$ cat src/legacy_kbd_pkg.sv
// Constants shared by the keyboard trap and gate sequence logic.
package legacy_kbd_pkg;
    // Configuration offsets (byte addresses).
    localparam logic [7:0] OFF_USB_IO_BASE = 8'h20;
    localparam logic [7:0] OFF_LEGACY_CTRL = 8'hC0;
    localparam logic [7:0] OFF_MISC_SUPPORT = 8'hFF;

    // Legacy control field positions.
    localparam int BIT_PASSTHRU_END_ST = 15;
    localparam int BIT_USB_IRQ_ST = 12;
    localparam int BIT_TRAP_ST_LO = 8;
    localparam int BIT_SMI_ON_END_EN = 7;
    localparam int BIT_IN_PROGRESS = 6;
    localparam int BIT_PASSTHRU_EN = 5;
    localparam int BIT_USB_IRQ_SMI_EN = 4;
    localparam int BIT_CMD_WR_TRAP_EN = 3;
    localparam int BIT_CMD_RD_TRAP_EN = 2;
    localparam int BIT_DATA_WR_TRAP_EN = 1;
    localparam int BIT_DATA_RD_TRAP_EN = 0;
    localparam logic [7:0] CTRL_RESET = 8'h00;
    localparam logic [7:0] CTRL_WRITE_MASK = 8'hBF;

    // Base address register layout.
    localparam int BASE_LO = 5;
    localparam int BASE_HI = 15;
    localparam logic [10:0] BASE_RESET = 11'h000;
    localparam logic IO_SPACE_INDICATOR = 1'b1;

    // Misc support register layout.
    localparam int BIT_RTC_INDEX_RD_EN = 4;
    localparam logic MISC_RESET = 1'b0;

    // Legacy ports and sequence data codes.
    localparam logic [15:0] PORT_DATA = 16'h0060;
    localparam logic [15:0] PORT_CMD = 16'h0064;
    localparam logic [15:0] PORT_RTC_INDEX = 16'h0070;
    localparam logic [7:0] CODE_GATE_CMD = 8'hD1;
    localparam logic [7:0] CODE_SEQ_END = 8'hFF;
    localparam int GATE_DATA_BIT = 1;

    typedef enum logic [2:0] {
        SEQ_IDLE = 3'b001,
        SEQ_GOT_CMD = 3'b010,
        SEQ_ACTIVE = 3'b100
    } seq_state_t;
endpackage : legacy_kbd_pkg

$ cat src/kbd_seq_if.sv
// Carrier between the trap logic and the gate sequence recogniser.
interface kbd_seq_if;
    logic enable;
    logic acc_valid;
    logic acc_write;
    logic acc_cmd;
    logic acc_data;
    logic [7:0] acc_byte;
    logic absorb;
    logic seq_end;
    logic gate_load;
    logic in_progress;

    modport hub (
        output enable, acc_valid, acc_write, acc_cmd, acc_data, acc_byte,
        input absorb, seq_end, gate_load, in_progress
    );
    modport seq (
        input enable, acc_valid, acc_write, acc_cmd, acc_data, acc_byte,
        output absorb, seq_end, gate_load, in_progress
    );
endinterface : kbd_seq_if

$ cat src/gate_seq_fsm.sv
// Recogniser for the address line gate pass-through command sequence.
module gate_seq_fsm (
    input wire logic i_sys_clk,
    input wire logic i_sys_rst,
    kbd_seq_if.seq bus
);
    legacy_kbd_pkg::seq_state_t state_q;
    legacy_kbd_pkg::seq_state_t state_d;
    logic cmd_wr;
    logic start_wr;
    logic end_wr;

    assign cmd_wr = bus.acc_valid & bus.acc_write & bus.acc_cmd;
    assign start_wr = cmd_wr & (bus.acc_byte == legacy_kbd_pkg::CODE_GATE_CMD);
    assign end_wr = cmd_wr & (bus.acc_byte == legacy_kbd_pkg::CODE_SEQ_END);

    always_comb begin
        state_d = state_q;
        bus.absorb = 1'b0;
        bus.seq_end = 1'b0;
        bus.gate_load = 1'b0;
        case (state_q)
            legacy_kbd_pkg::SEQ_IDLE: begin
                if (bus.enable && start_wr) begin
                    state_d = legacy_kbd_pkg::SEQ_GOT_CMD;
                    bus.absorb = 1'b1;
                end
            end
            legacy_kbd_pkg::SEQ_GOT_CMD: begin
                if (start_wr) begin
                    bus.absorb = 1'b1;
                end else if (bus.acc_valid && bus.acc_write && bus.acc_data) begin
                    state_d = legacy_kbd_pkg::SEQ_ACTIVE;
                    bus.absorb = 1'b1;
                    bus.gate_load = 1'b1;
                end else if (bus.acc_valid && (bus.acc_cmd || bus.acc_data)) begin
                    state_d = legacy_kbd_pkg::SEQ_IDLE;
                    bus.seq_end = 1'b1;
                end
            end
            legacy_kbd_pkg::SEQ_ACTIVE: begin
                // tolerate command port, end on FFh
                if (end_wr) begin
                    state_d = legacy_kbd_pkg::SEQ_IDLE;
                    bus.absorb = 1'b1;
                    bus.seq_end = 1'b1;
                end else if (bus.acc_valid && bus.acc_cmd) begin
                    bus.absorb = 1'b1;
                end else if (bus.acc_valid && bus.acc_data) begin
                    state_d = legacy_kbd_pkg::SEQ_IDLE;
                    bus.seq_end = 1'b1;
                end
            end
            default: begin
                state_d = legacy_kbd_pkg::SEQ_IDLE;
            end
        endcase
        // disable ends sequence immediately
        // Without this absorb, seq_end and gate_load could still fire in the cycle after the enable write.
        if (!bus.enable) begin
            state_d = legacy_kbd_pkg::SEQ_IDLE;
            bus.absorb = 1'b0;
            bus.seq_end = 1'b0;
            bus.gate_load = 1'b0;
        end
    end

    always_ff @(posedge i_sys_clk) begin
        if (i_sys_rst || !bus.enable) begin
            state_q <= legacy_kbd_pkg::SEQ_IDLE;
        end else begin
            state_q <= state_d;
        end
    end

    assign bus.in_progress = (state_q != legacy_kbd_pkg::SEQ_IDLE) & bus.enable;
endmodule : gate_seq_fsm

$ cat src/legacy_kbd_trap.sv
// Legacy keyboard port trap, gate pass-through and USB configuration registers.
module legacy_kbd_trap (
    input wire logic i_sys_clk,
    input wire logic i_sys_rst,
    // Configuration cycles.
    input wire logic i_cfg_valid,
    input wire logic i_cfg_write,
    input wire logic [7:0] i_cfg_addr,
    input wire logic [3:0] i_cfg_be,
    input wire logic [31:0] i_cfg_wdata,
    output logic o_cfg_ack,
    output logic [31:0] o_cfg_rdata,
    // I/O cycles.
    input wire logic i_io_valid,
    input wire logic i_io_write,
    input wire logic [15:0] i_io_addr,
    input wire logic [7:0] i_io_wdata,
    output logic o_io_claim,
    output logic [7:0] o_io_rdata,
    output logic o_usb_io_hit,
    output logic o_io_trap,
    // Side signals.
    input wire logic i_usb_irq,
    input wire logic [6:0] i_rtc_index,
    output logic o_addr_line_gate,
    output logic o_passthru_in_progress,
    output logic o_system_mgmt_interrupt_n
);
    kbd_seq_if seq_bus ();

    logic [15:5] base_q;
    logic [7:0] ctrl_q;
    logic [3:0] trap_st_q;
    logic end_st_q;
    logic rtc_en_q;
    logic gate_q;

    logic cfg_wr;
    logic base_sel;
    logic ctrl_sel;
    logic misc_sel;
    logic io_rd;
    logic io_wr;
    logic at_data;
    logic at_cmd;
    logic [3:0] trap_hit;
    logic [3:0] trap_clr;
    logic end_clr;
    logic smi_req;
    logic [31:0] rdata_d;

    function automatic logic port_is(
        input logic [15:0] addr,
        input logic [15:0] port
    );
        port_is = (addr == port);
    endfunction : port_is

    function automatic logic dword_is(
        input logic [7:0] addr,
        input logic [7:0] off
    );
        dword_is = (addr[7:2] == off[7:2]);
    endfunction : dword_is

    // Register selection, dword aligned.
    assign cfg_wr = i_cfg_valid & i_cfg_write;
    assign base_sel = dword_is(i_cfg_addr, legacy_kbd_pkg::OFF_USB_IO_BASE);
    assign ctrl_sel = dword_is(i_cfg_addr, legacy_kbd_pkg::OFF_LEGACY_CTRL);
    assign misc_sel = dword_is(i_cfg_addr, legacy_kbd_pkg::OFF_MISC_SUPPORT);

    // Legacy port access classification.
    assign io_rd = i_io_valid & ~i_io_write;
    assign io_wr = i_io_valid & i_io_write;
    assign at_data = port_is(i_io_addr, legacy_kbd_pkg::PORT_DATA);
    assign at_cmd = port_is(i_io_addr, legacy_kbd_pkg::PORT_CMD);

    assign seq_bus.enable = ctrl_q[legacy_kbd_pkg::BIT_PASSTHRU_EN];
    assign seq_bus.acc_valid = i_io_valid;
    assign seq_bus.acc_write = i_io_write;
    assign seq_bus.acc_cmd = at_cmd;
    assign seq_bus.acc_data = at_data;
    assign seq_bus.acc_byte = i_io_wdata;

    gate_seq_fsm u_seq (
        .i_sys_clk(i_sys_clk),
        .i_sys_rst(i_sys_rst),
        .bus(seq_bus)
    );

    // Trap detection; bit order matches the status field.
    always_comb begin
        trap_hit = 4'h0;
        trap_hit[3] = io_wr & at_cmd & ctrl_q[legacy_kbd_pkg::BIT_CMD_WR_TRAP_EN];
        trap_hit[2] = io_rd & at_cmd & ctrl_q[legacy_kbd_pkg::BIT_CMD_RD_TRAP_EN];
        trap_hit[1] = io_wr & at_data & ctrl_q[legacy_kbd_pkg::BIT_DATA_WR_TRAP_EN];
        trap_hit[0] = io_rd & at_data & ctrl_q[legacy_kbd_pkg::BIT_DATA_RD_TRAP_EN];
        if (seq_bus.absorb) begin
            trap_hit = 4'h0;
        end
    end

    // Write-one-clear strobes from the upper control byte.
    always_comb begin
        trap_clr = 4'h0;
        end_clr = 1'b0;
        if (cfg_wr && ctrl_sel && i_cfg_be[1]) begin
            trap_clr = i_cfg_wdata[11:8];
            end_clr = i_cfg_wdata[legacy_kbd_pkg::BIT_PASSTHRU_END_ST];
        end
    end

    always_ff @(posedge i_sys_clk) begin
        if (i_sys_rst) begin
            base_q <= legacy_kbd_pkg::BASE_RESET;
        end else if (cfg_wr && base_sel) begin
            if (i_cfg_be[0]) begin
                base_q[7:5] <= i_cfg_wdata[7:5];
            end
            if (i_cfg_be[1]) begin
                base_q[15:8] <= i_cfg_wdata[15:8];
            end
        end
    end

    // Enables; the running bit is never stored.
    always_ff @(posedge i_sys_clk) begin
        if (i_sys_rst) begin
            ctrl_q <= legacy_kbd_pkg::CTRL_RESET;
        end else if (cfg_wr && ctrl_sel && i_cfg_be[0]) begin
            ctrl_q <= i_cfg_wdata[7:0] & legacy_kbd_pkg::CTRL_WRITE_MASK;
        end
    end

    always_ff @(posedge i_sys_clk) begin
        if (i_sys_rst) begin
            trap_st_q <= 4'h0;
        end else begin
            trap_st_q <= (trap_st_q & ~trap_clr) | trap_hit;
        end
    end

    always_ff @(posedge i_sys_clk) begin
        if (i_sys_rst) begin
            end_st_q <= 1'b0;
        end else begin
            end_st_q <= (end_st_q & ~end_clr) | seq_bus.seq_end;
        end
    end

    // Only the top byte lane reaches the misc register.
    always_ff @(posedge i_sys_clk) begin
        if (i_sys_rst) begin
            rtc_en_q <= legacy_kbd_pkg::MISC_RESET;
        end else if (cfg_wr && misc_sel && i_cfg_be[3]) begin
            rtc_en_q <= i_cfg_wdata[24 + legacy_kbd_pkg::BIT_RTC_INDEX_RD_EN];
        end
    end

    // The data byte of a recognised sequence drives the gate line.
    always_ff @(posedge i_sys_clk) begin
        if (i_sys_rst) begin
            gate_q <= 1'b0;
        end else if (seq_bus.gate_load) begin
            gate_q <= i_io_wdata[legacy_kbd_pkg::GATE_DATA_BIT];
        end
    end

    // Read data assembly.
    always_comb begin
        rdata_d = 32'h0000_0000;
        if (base_sel) begin
            rdata_d[legacy_kbd_pkg::BASE_HI:legacy_kbd_pkg::BASE_LO] = base_q;
            rdata_d[0] = legacy_kbd_pkg::IO_SPACE_INDICATOR;
        end else if (ctrl_sel) begin
            rdata_d[7:0] = ctrl_q;
            rdata_d[legacy_kbd_pkg::BIT_IN_PROGRESS] = seq_bus.in_progress;
            rdata_d[11:8] = trap_st_q;
            rdata_d[legacy_kbd_pkg::BIT_USB_IRQ_ST] = i_usb_irq;
            rdata_d[legacy_kbd_pkg::BIT_PASSTHRU_END_ST] = end_st_q;
        end else if (misc_sel) begin
            rdata_d[24 + legacy_kbd_pkg::BIT_RTC_INDEX_RD_EN] = rtc_en_q;
        end
    end

    // Configuration answers one cycle after the request.
    always_ff @(posedge i_sys_clk) begin
        if (i_sys_rst) begin
            o_cfg_ack <= 1'b0;
            o_cfg_rdata <= 32'h0000_0000;
        end else begin
            o_cfg_ack <= i_cfg_valid;
            if (i_cfg_valid && !i_cfg_write) begin
                o_cfg_rdata <= rdata_d;
            end
        end
    end

    always_ff @(posedge i_sys_clk) begin
        if (i_sys_rst) begin
            o_io_claim <= 1'b0;
            o_io_rdata <= 8'h00;
        end else begin
            o_io_claim <= io_rd & rtc_en_q & port_is(i_io_addr, legacy_kbd_pkg::PORT_RTC_INDEX);
            o_io_rdata <= {1'b0, i_rtc_index};
        end
    end

    always_ff @(posedge i_sys_clk) begin
        if (i_sys_rst) begin
            o_usb_io_hit <= 1'b0;
        end else begin
            o_usb_io_hit <= i_io_valid & (i_io_addr[15:5] == base_q);
        end
    end

    always_ff @(posedge i_sys_clk) begin
        if (i_sys_rst) begin
            o_io_trap <= 1'b0;
        end else begin
            o_io_trap <= |trap_hit;
        end
    end

    always_comb begin
        smi_req = |(trap_st_q & ctrl_q[3:0]);
        smi_req = smi_req | (end_st_q & ctrl_q[legacy_kbd_pkg::BIT_SMI_ON_END_EN]);
        smi_req = smi_req | (i_usb_irq & ctrl_q[legacy_kbd_pkg::BIT_USB_IRQ_SMI_EN]);
    end

    // Trap status bits are set only when their trap enable is on, so the mask above
    // keeps a later disable from holding the request forever.
    always_ff @(posedge i_sys_clk) begin
        if (i_sys_rst) begin
            o_system_mgmt_interrupt_n <= 1'b1;
            o_addr_line_gate <= 1'b0;
            o_passthru_in_progress <= 1'b0;
        end else begin
            o_system_mgmt_interrupt_n <= ~smi_req;
            o_addr_line_gate <= gate_q;
            o_passthru_in_progress <= seq_bus.in_progress;
        end
    end
endmodule : legacy_kbd_trap

$ cat config.mk
export PLATFORM = sky130hd
export DESIGN_NAME = legacy_kbd_trap
export DESIGN_NICKNAME = d
export VERILOG_FILES = /design/src/legacy_kbd_pkg.sv /design/src/kbd_seq_if.sv /design/src/gate_seq_fsm.sv /design/src/legacy_kbd_trap.sv
export SDC_FILE = /design/constraint.sdc
export NUM_CORES = 1
export LEC_CHECK = 0
export BUFFER_PORTS_ARGS = -buffer_cell sky130_fd_sc_hd__clkbuf_2
export CORE_ASPECT_RATIO = 1.5
export CORE_UTILIZATION = 31
export DETAILED_ROUTE_END_ITERATION = 10
export GPL_ROUTABILITY_DRIVEN = 0
export PLACE_DENSITY_LB_ADDON = 0.12
export SLEW_MARGIN = 30
export SYNTH_ARGS = -nofsm -noshare
export SYNTH_HDL_FRONTEND = slang
export SYNTH_SLANG_ARGS = --single-unit
$ cat constraint.sdc
create_clock -name i_sys_clk -period 5.8 [get_ports i_sys_clk]
set_clock_uncertainty 0.2 [all_clocks]
set_input_delay 0 -clock i_sys_clk [delete_from_list [all_inputs] [get_ports i_sys_clk]]
set_output_delay 0 -clock i_sys_clk [all_outputs]
set_load 0.03 [all_outputs]
==> results.cfg <==
[logic_synthesis]
synth_area_sq_um = 2774
yosysSeqAreaShare_pct = 42.58
synthDistinctLibCells = 54
syn_inst = 305
ys_ff_latch = 59
syn_area_per_cell_sq_um = 9.095
synth_edf_count = 0
synth_warnings = 0
async_flop_share_pct = 0
ys.flop_type = dfxtp_1

[clock_tree]
cts_setup_buffers = 0
htree_levels = 3
clk_pin_slew_ns = 0.05
clk_latency_ns = 0.33
cts_root_buf = clkbuf_16
cts_buffers = 9
cts.sinks = 59
cts_buffer_depth = 2
cts_tree = built

[pwr]
vdd_ir_drop_max_mv = 0.1670
p_leak_nw = 1.734
power.total_mw = 1.061
power_density_nw_per_um2 = 263.4

[detailed_routing]
drt_iter0_drc = 117
wl_per_cell_um = 14.57
vias = 2681
first_pass_iters = 5
drc = 0
via_per_inst = 4.848
routed_wl_um = 8056
ant_nets = 0

[hold_path]
hold_path_end = o_cfg_rdata[2]$_SDFFE_PP0P_
hold_path_class = primary input to flop
hold_path_startpoint = i_cfg_addr[4]
hold_path_depth = 5

[placed_design]
dp_hpwl_um = 5734
place_area_sq_um = 3242
io_buffer_count = 94

[final_layout]
final_util_pct = 47.01
regArea_sq_um = 1181
diodes = 0
drive_gt1_share_pct = 26.91
final_cell_area_sq_um = 4028
fin_nets = 524
areaGrowthSynthToFinish_pct = 45.20
multiInputGateArea_sq_um = 1415
fillCellCount = 838

[die]
die-area_sq_um = 9338
die_w_um = 79.24
core_area_sq_um = 8567
core.rowCount = 41
die_h_um = 117.9
initial_core_util_pct = 32.38
io_pins = 129

[global_routing]
grt_pass1_vias = 2569
grt_overflow = 0
grt_max_degree = 58
grt_antenna_before_repair = 0
grt_usage_pct = 18.08
grt_pass1_wl_um = 12600

[timing]
hold_slack_ns = 0.009823
rsz0062_at_grt = false
post-route-period-util_pct = 50.44
finalMaxSlewViolations = 0
setup_viol = 0
period_needed_ns = 2.925
fmax_mhz = 341.8
worst_pin_slew_ns = 0.8010
setup_tns_ns = 0
hold_viol = 0
max_slew_margin_pct = 46.37

[setup_path]
reg2reg_to = o_usb_io_hit$_SDFF_PP0_
cp.arrival_ns = 2.92
startpoint = i_cfg_addr[2]
path_max_fanout = 12
slowest_delay_ns = 0.69
cp.required_ns = 5.80
crit_top_cell = dlygate4sd3_1
regToRegStartpoint = base_q[10]$_SDFFE_PP0P_
crit_buf_inv = 3
reg2regPathDepth = 5
critical-path-top-delay-family = simple AND/OR/NAND/NOR gates
r2r_setup_slack_ns = 3.61
slowest_stage = nor4b_4
start_kind = primary input
crit_path_end_kind = flop
path_cells = dlygate4sd3_1, clkbuf_2, or3_4, nor4b_4, nand4_4, mux2i_1, dlygate4sd3_1, nor2_1
critPathKind = primary input to flop

[job]
drv_cap = 0

[status]
status = finished clean
-- flip-flops by register name (all words and copies together), names as in the netlist, 3 cells and up --
register and flops:
u_seq.state_q 3, o_cfg_rdata 17, base_q 11, trap_st_q 4
o_io_rdata 7, ctrl_q 7
-- per-layer routing --
| metal | up-vias | track usage, % | wire (um) | part of all wire [%] |
|---|---|---|---|---|
| li1 | 1334 | - | - | - |
| met3 | 20 | 4.961 | 433 | 5.4 |
| met1 | 1230 | 20.88 | 3423 | 42 |
| met4 | 0 | 9.091 | 223 | 2.8 |
| met2 | 97 | 29.96 | 3977 | 49 |
| met5 | - | 0 | 0 | 0 |
-- synthesized netlist by cell type (all sizes together), types with 3 or more instances --
cell | instances | share of area (%)
mux2i | 19 | 6.9
dfxtp | 59 | 43
nor2 | 38 | 5.1
nor4 | 3 | 1.2
nand2b | 5 | 1.1
buf | 24 | 6.1
o31ai | 3 | 0.99
inv | 7 | 0.95
a21oi | 16 | 2.9
a221oi | 8 | 2.5
nor2b | 14 | 3.2
a31o | 3 | 0.95
clkbuf | 10 | 1.4
o21ai | 4 | 0.72
nand2 | 14 | 1.9
nand4 | 11 | 3.0
nand3 | 11 | 2.0
xnor2 | 10 | 3.2
a22oi | 4 | 1.1
nor3 | 13 | 2.8
-- cell families (layout without fill, tap and decap cells) --
family                 after synthesis  in the layout  synth area share, %
flip-flops                          59             59                42.58
multiplexers                        19             19                6.856
buffers and inverters               41            167                8.435
other                                1             16               0.1352
AO/OA/AOI/OAI                       49             49                12.63
XOR/XNOR                            11             11                3.473
AND/OR/NAND/NOR                    125            125                25.89
-- power breakdown --
part           leakage, nW  switching, mW  internal, mW
registers            0.479        0.00285         0.413
logic                 1.11         0.0697        0.0496
clock network        0.146          0.173         0.352
-- metrics by stage --
stage	instances	setup WS, ns
4_1_cts	553	2.895
2_1_floorplan	320	3.939
5_1_grt	553	2.716
3_5_place_dp	489	3.414
3_3_place_gp	489	3.434
6_report	553	2.875
-- cells in the final DEF, fill, tap and decap left out, types with 2 or more instances in the layout --
master,synthesis,layout
clkbuf_1,10,2
nor4_1,2,2
mux2i_1,19,19
nand3_1,11,11
nor2b_1,14,14
o21ai_0,4,4
buf_4,18,2
nor3b_1,2,2
a221oi_1,8,8
xnor2_1,10,10
dfxtp_1,59,59
a31o_2,3,3
nor2_1,38,38
a22oi_1,4,4
nand2_1,14,14
o31ai_1,2,2
and4_1,2,2
a21oi_1,16,16
nand4_1,10,10
clkbuf_2,0,94
dlygate4sd3_1,0,49
conb_1,1,16
clkbuf_8,0,2
inv_1,7,7
nor3_1,12,12
nand2b_1,5,5
clkbuf_16,0,9
-- timing repair --
action | CTS | global route
hold buffers | 49 | 0
endpoints found under the hold margin | 47 | 0
gates resized for setup | 0 | 0
-- layout make-up --
cell class / count / share of cell area [%]
flip-flops and latches: 59 / 29.33
inverters: 7 / 0.6524
clock inverters: 2 / 0.8698
clock buffers: 13 / 6.462
repair buffers: 145 / 24.23
multi-input cells: 220 / 35.14
well taps: 107 / 3.324
-- worst max-delay path by stage --
stage	end	cells after the start
after floorplan	trap_st_q[3]$_SDFF_PP0_	5
after global routing	base_q[15]$_SDFFE_PP0P_	8
after detailed placement	ctrl_q[3]$_SDFFE_PP0P_	6
final	base_q[15]$_SDFFE_PP0P_	8
after CTS	base_q[6]$_SDFFE_PP0P_	8
after global placement	ctrl_q[0]$_SDFFE_PP0P_	6
-- tightest hold or removal path: cells and delay by family --
kind / cells / cell delay [ns]
compound gates: 1 / 0.06
buf+inv: 1 / 0.09
simple gates: 3 / 0.34
Power figures use the tool's default switching activity.
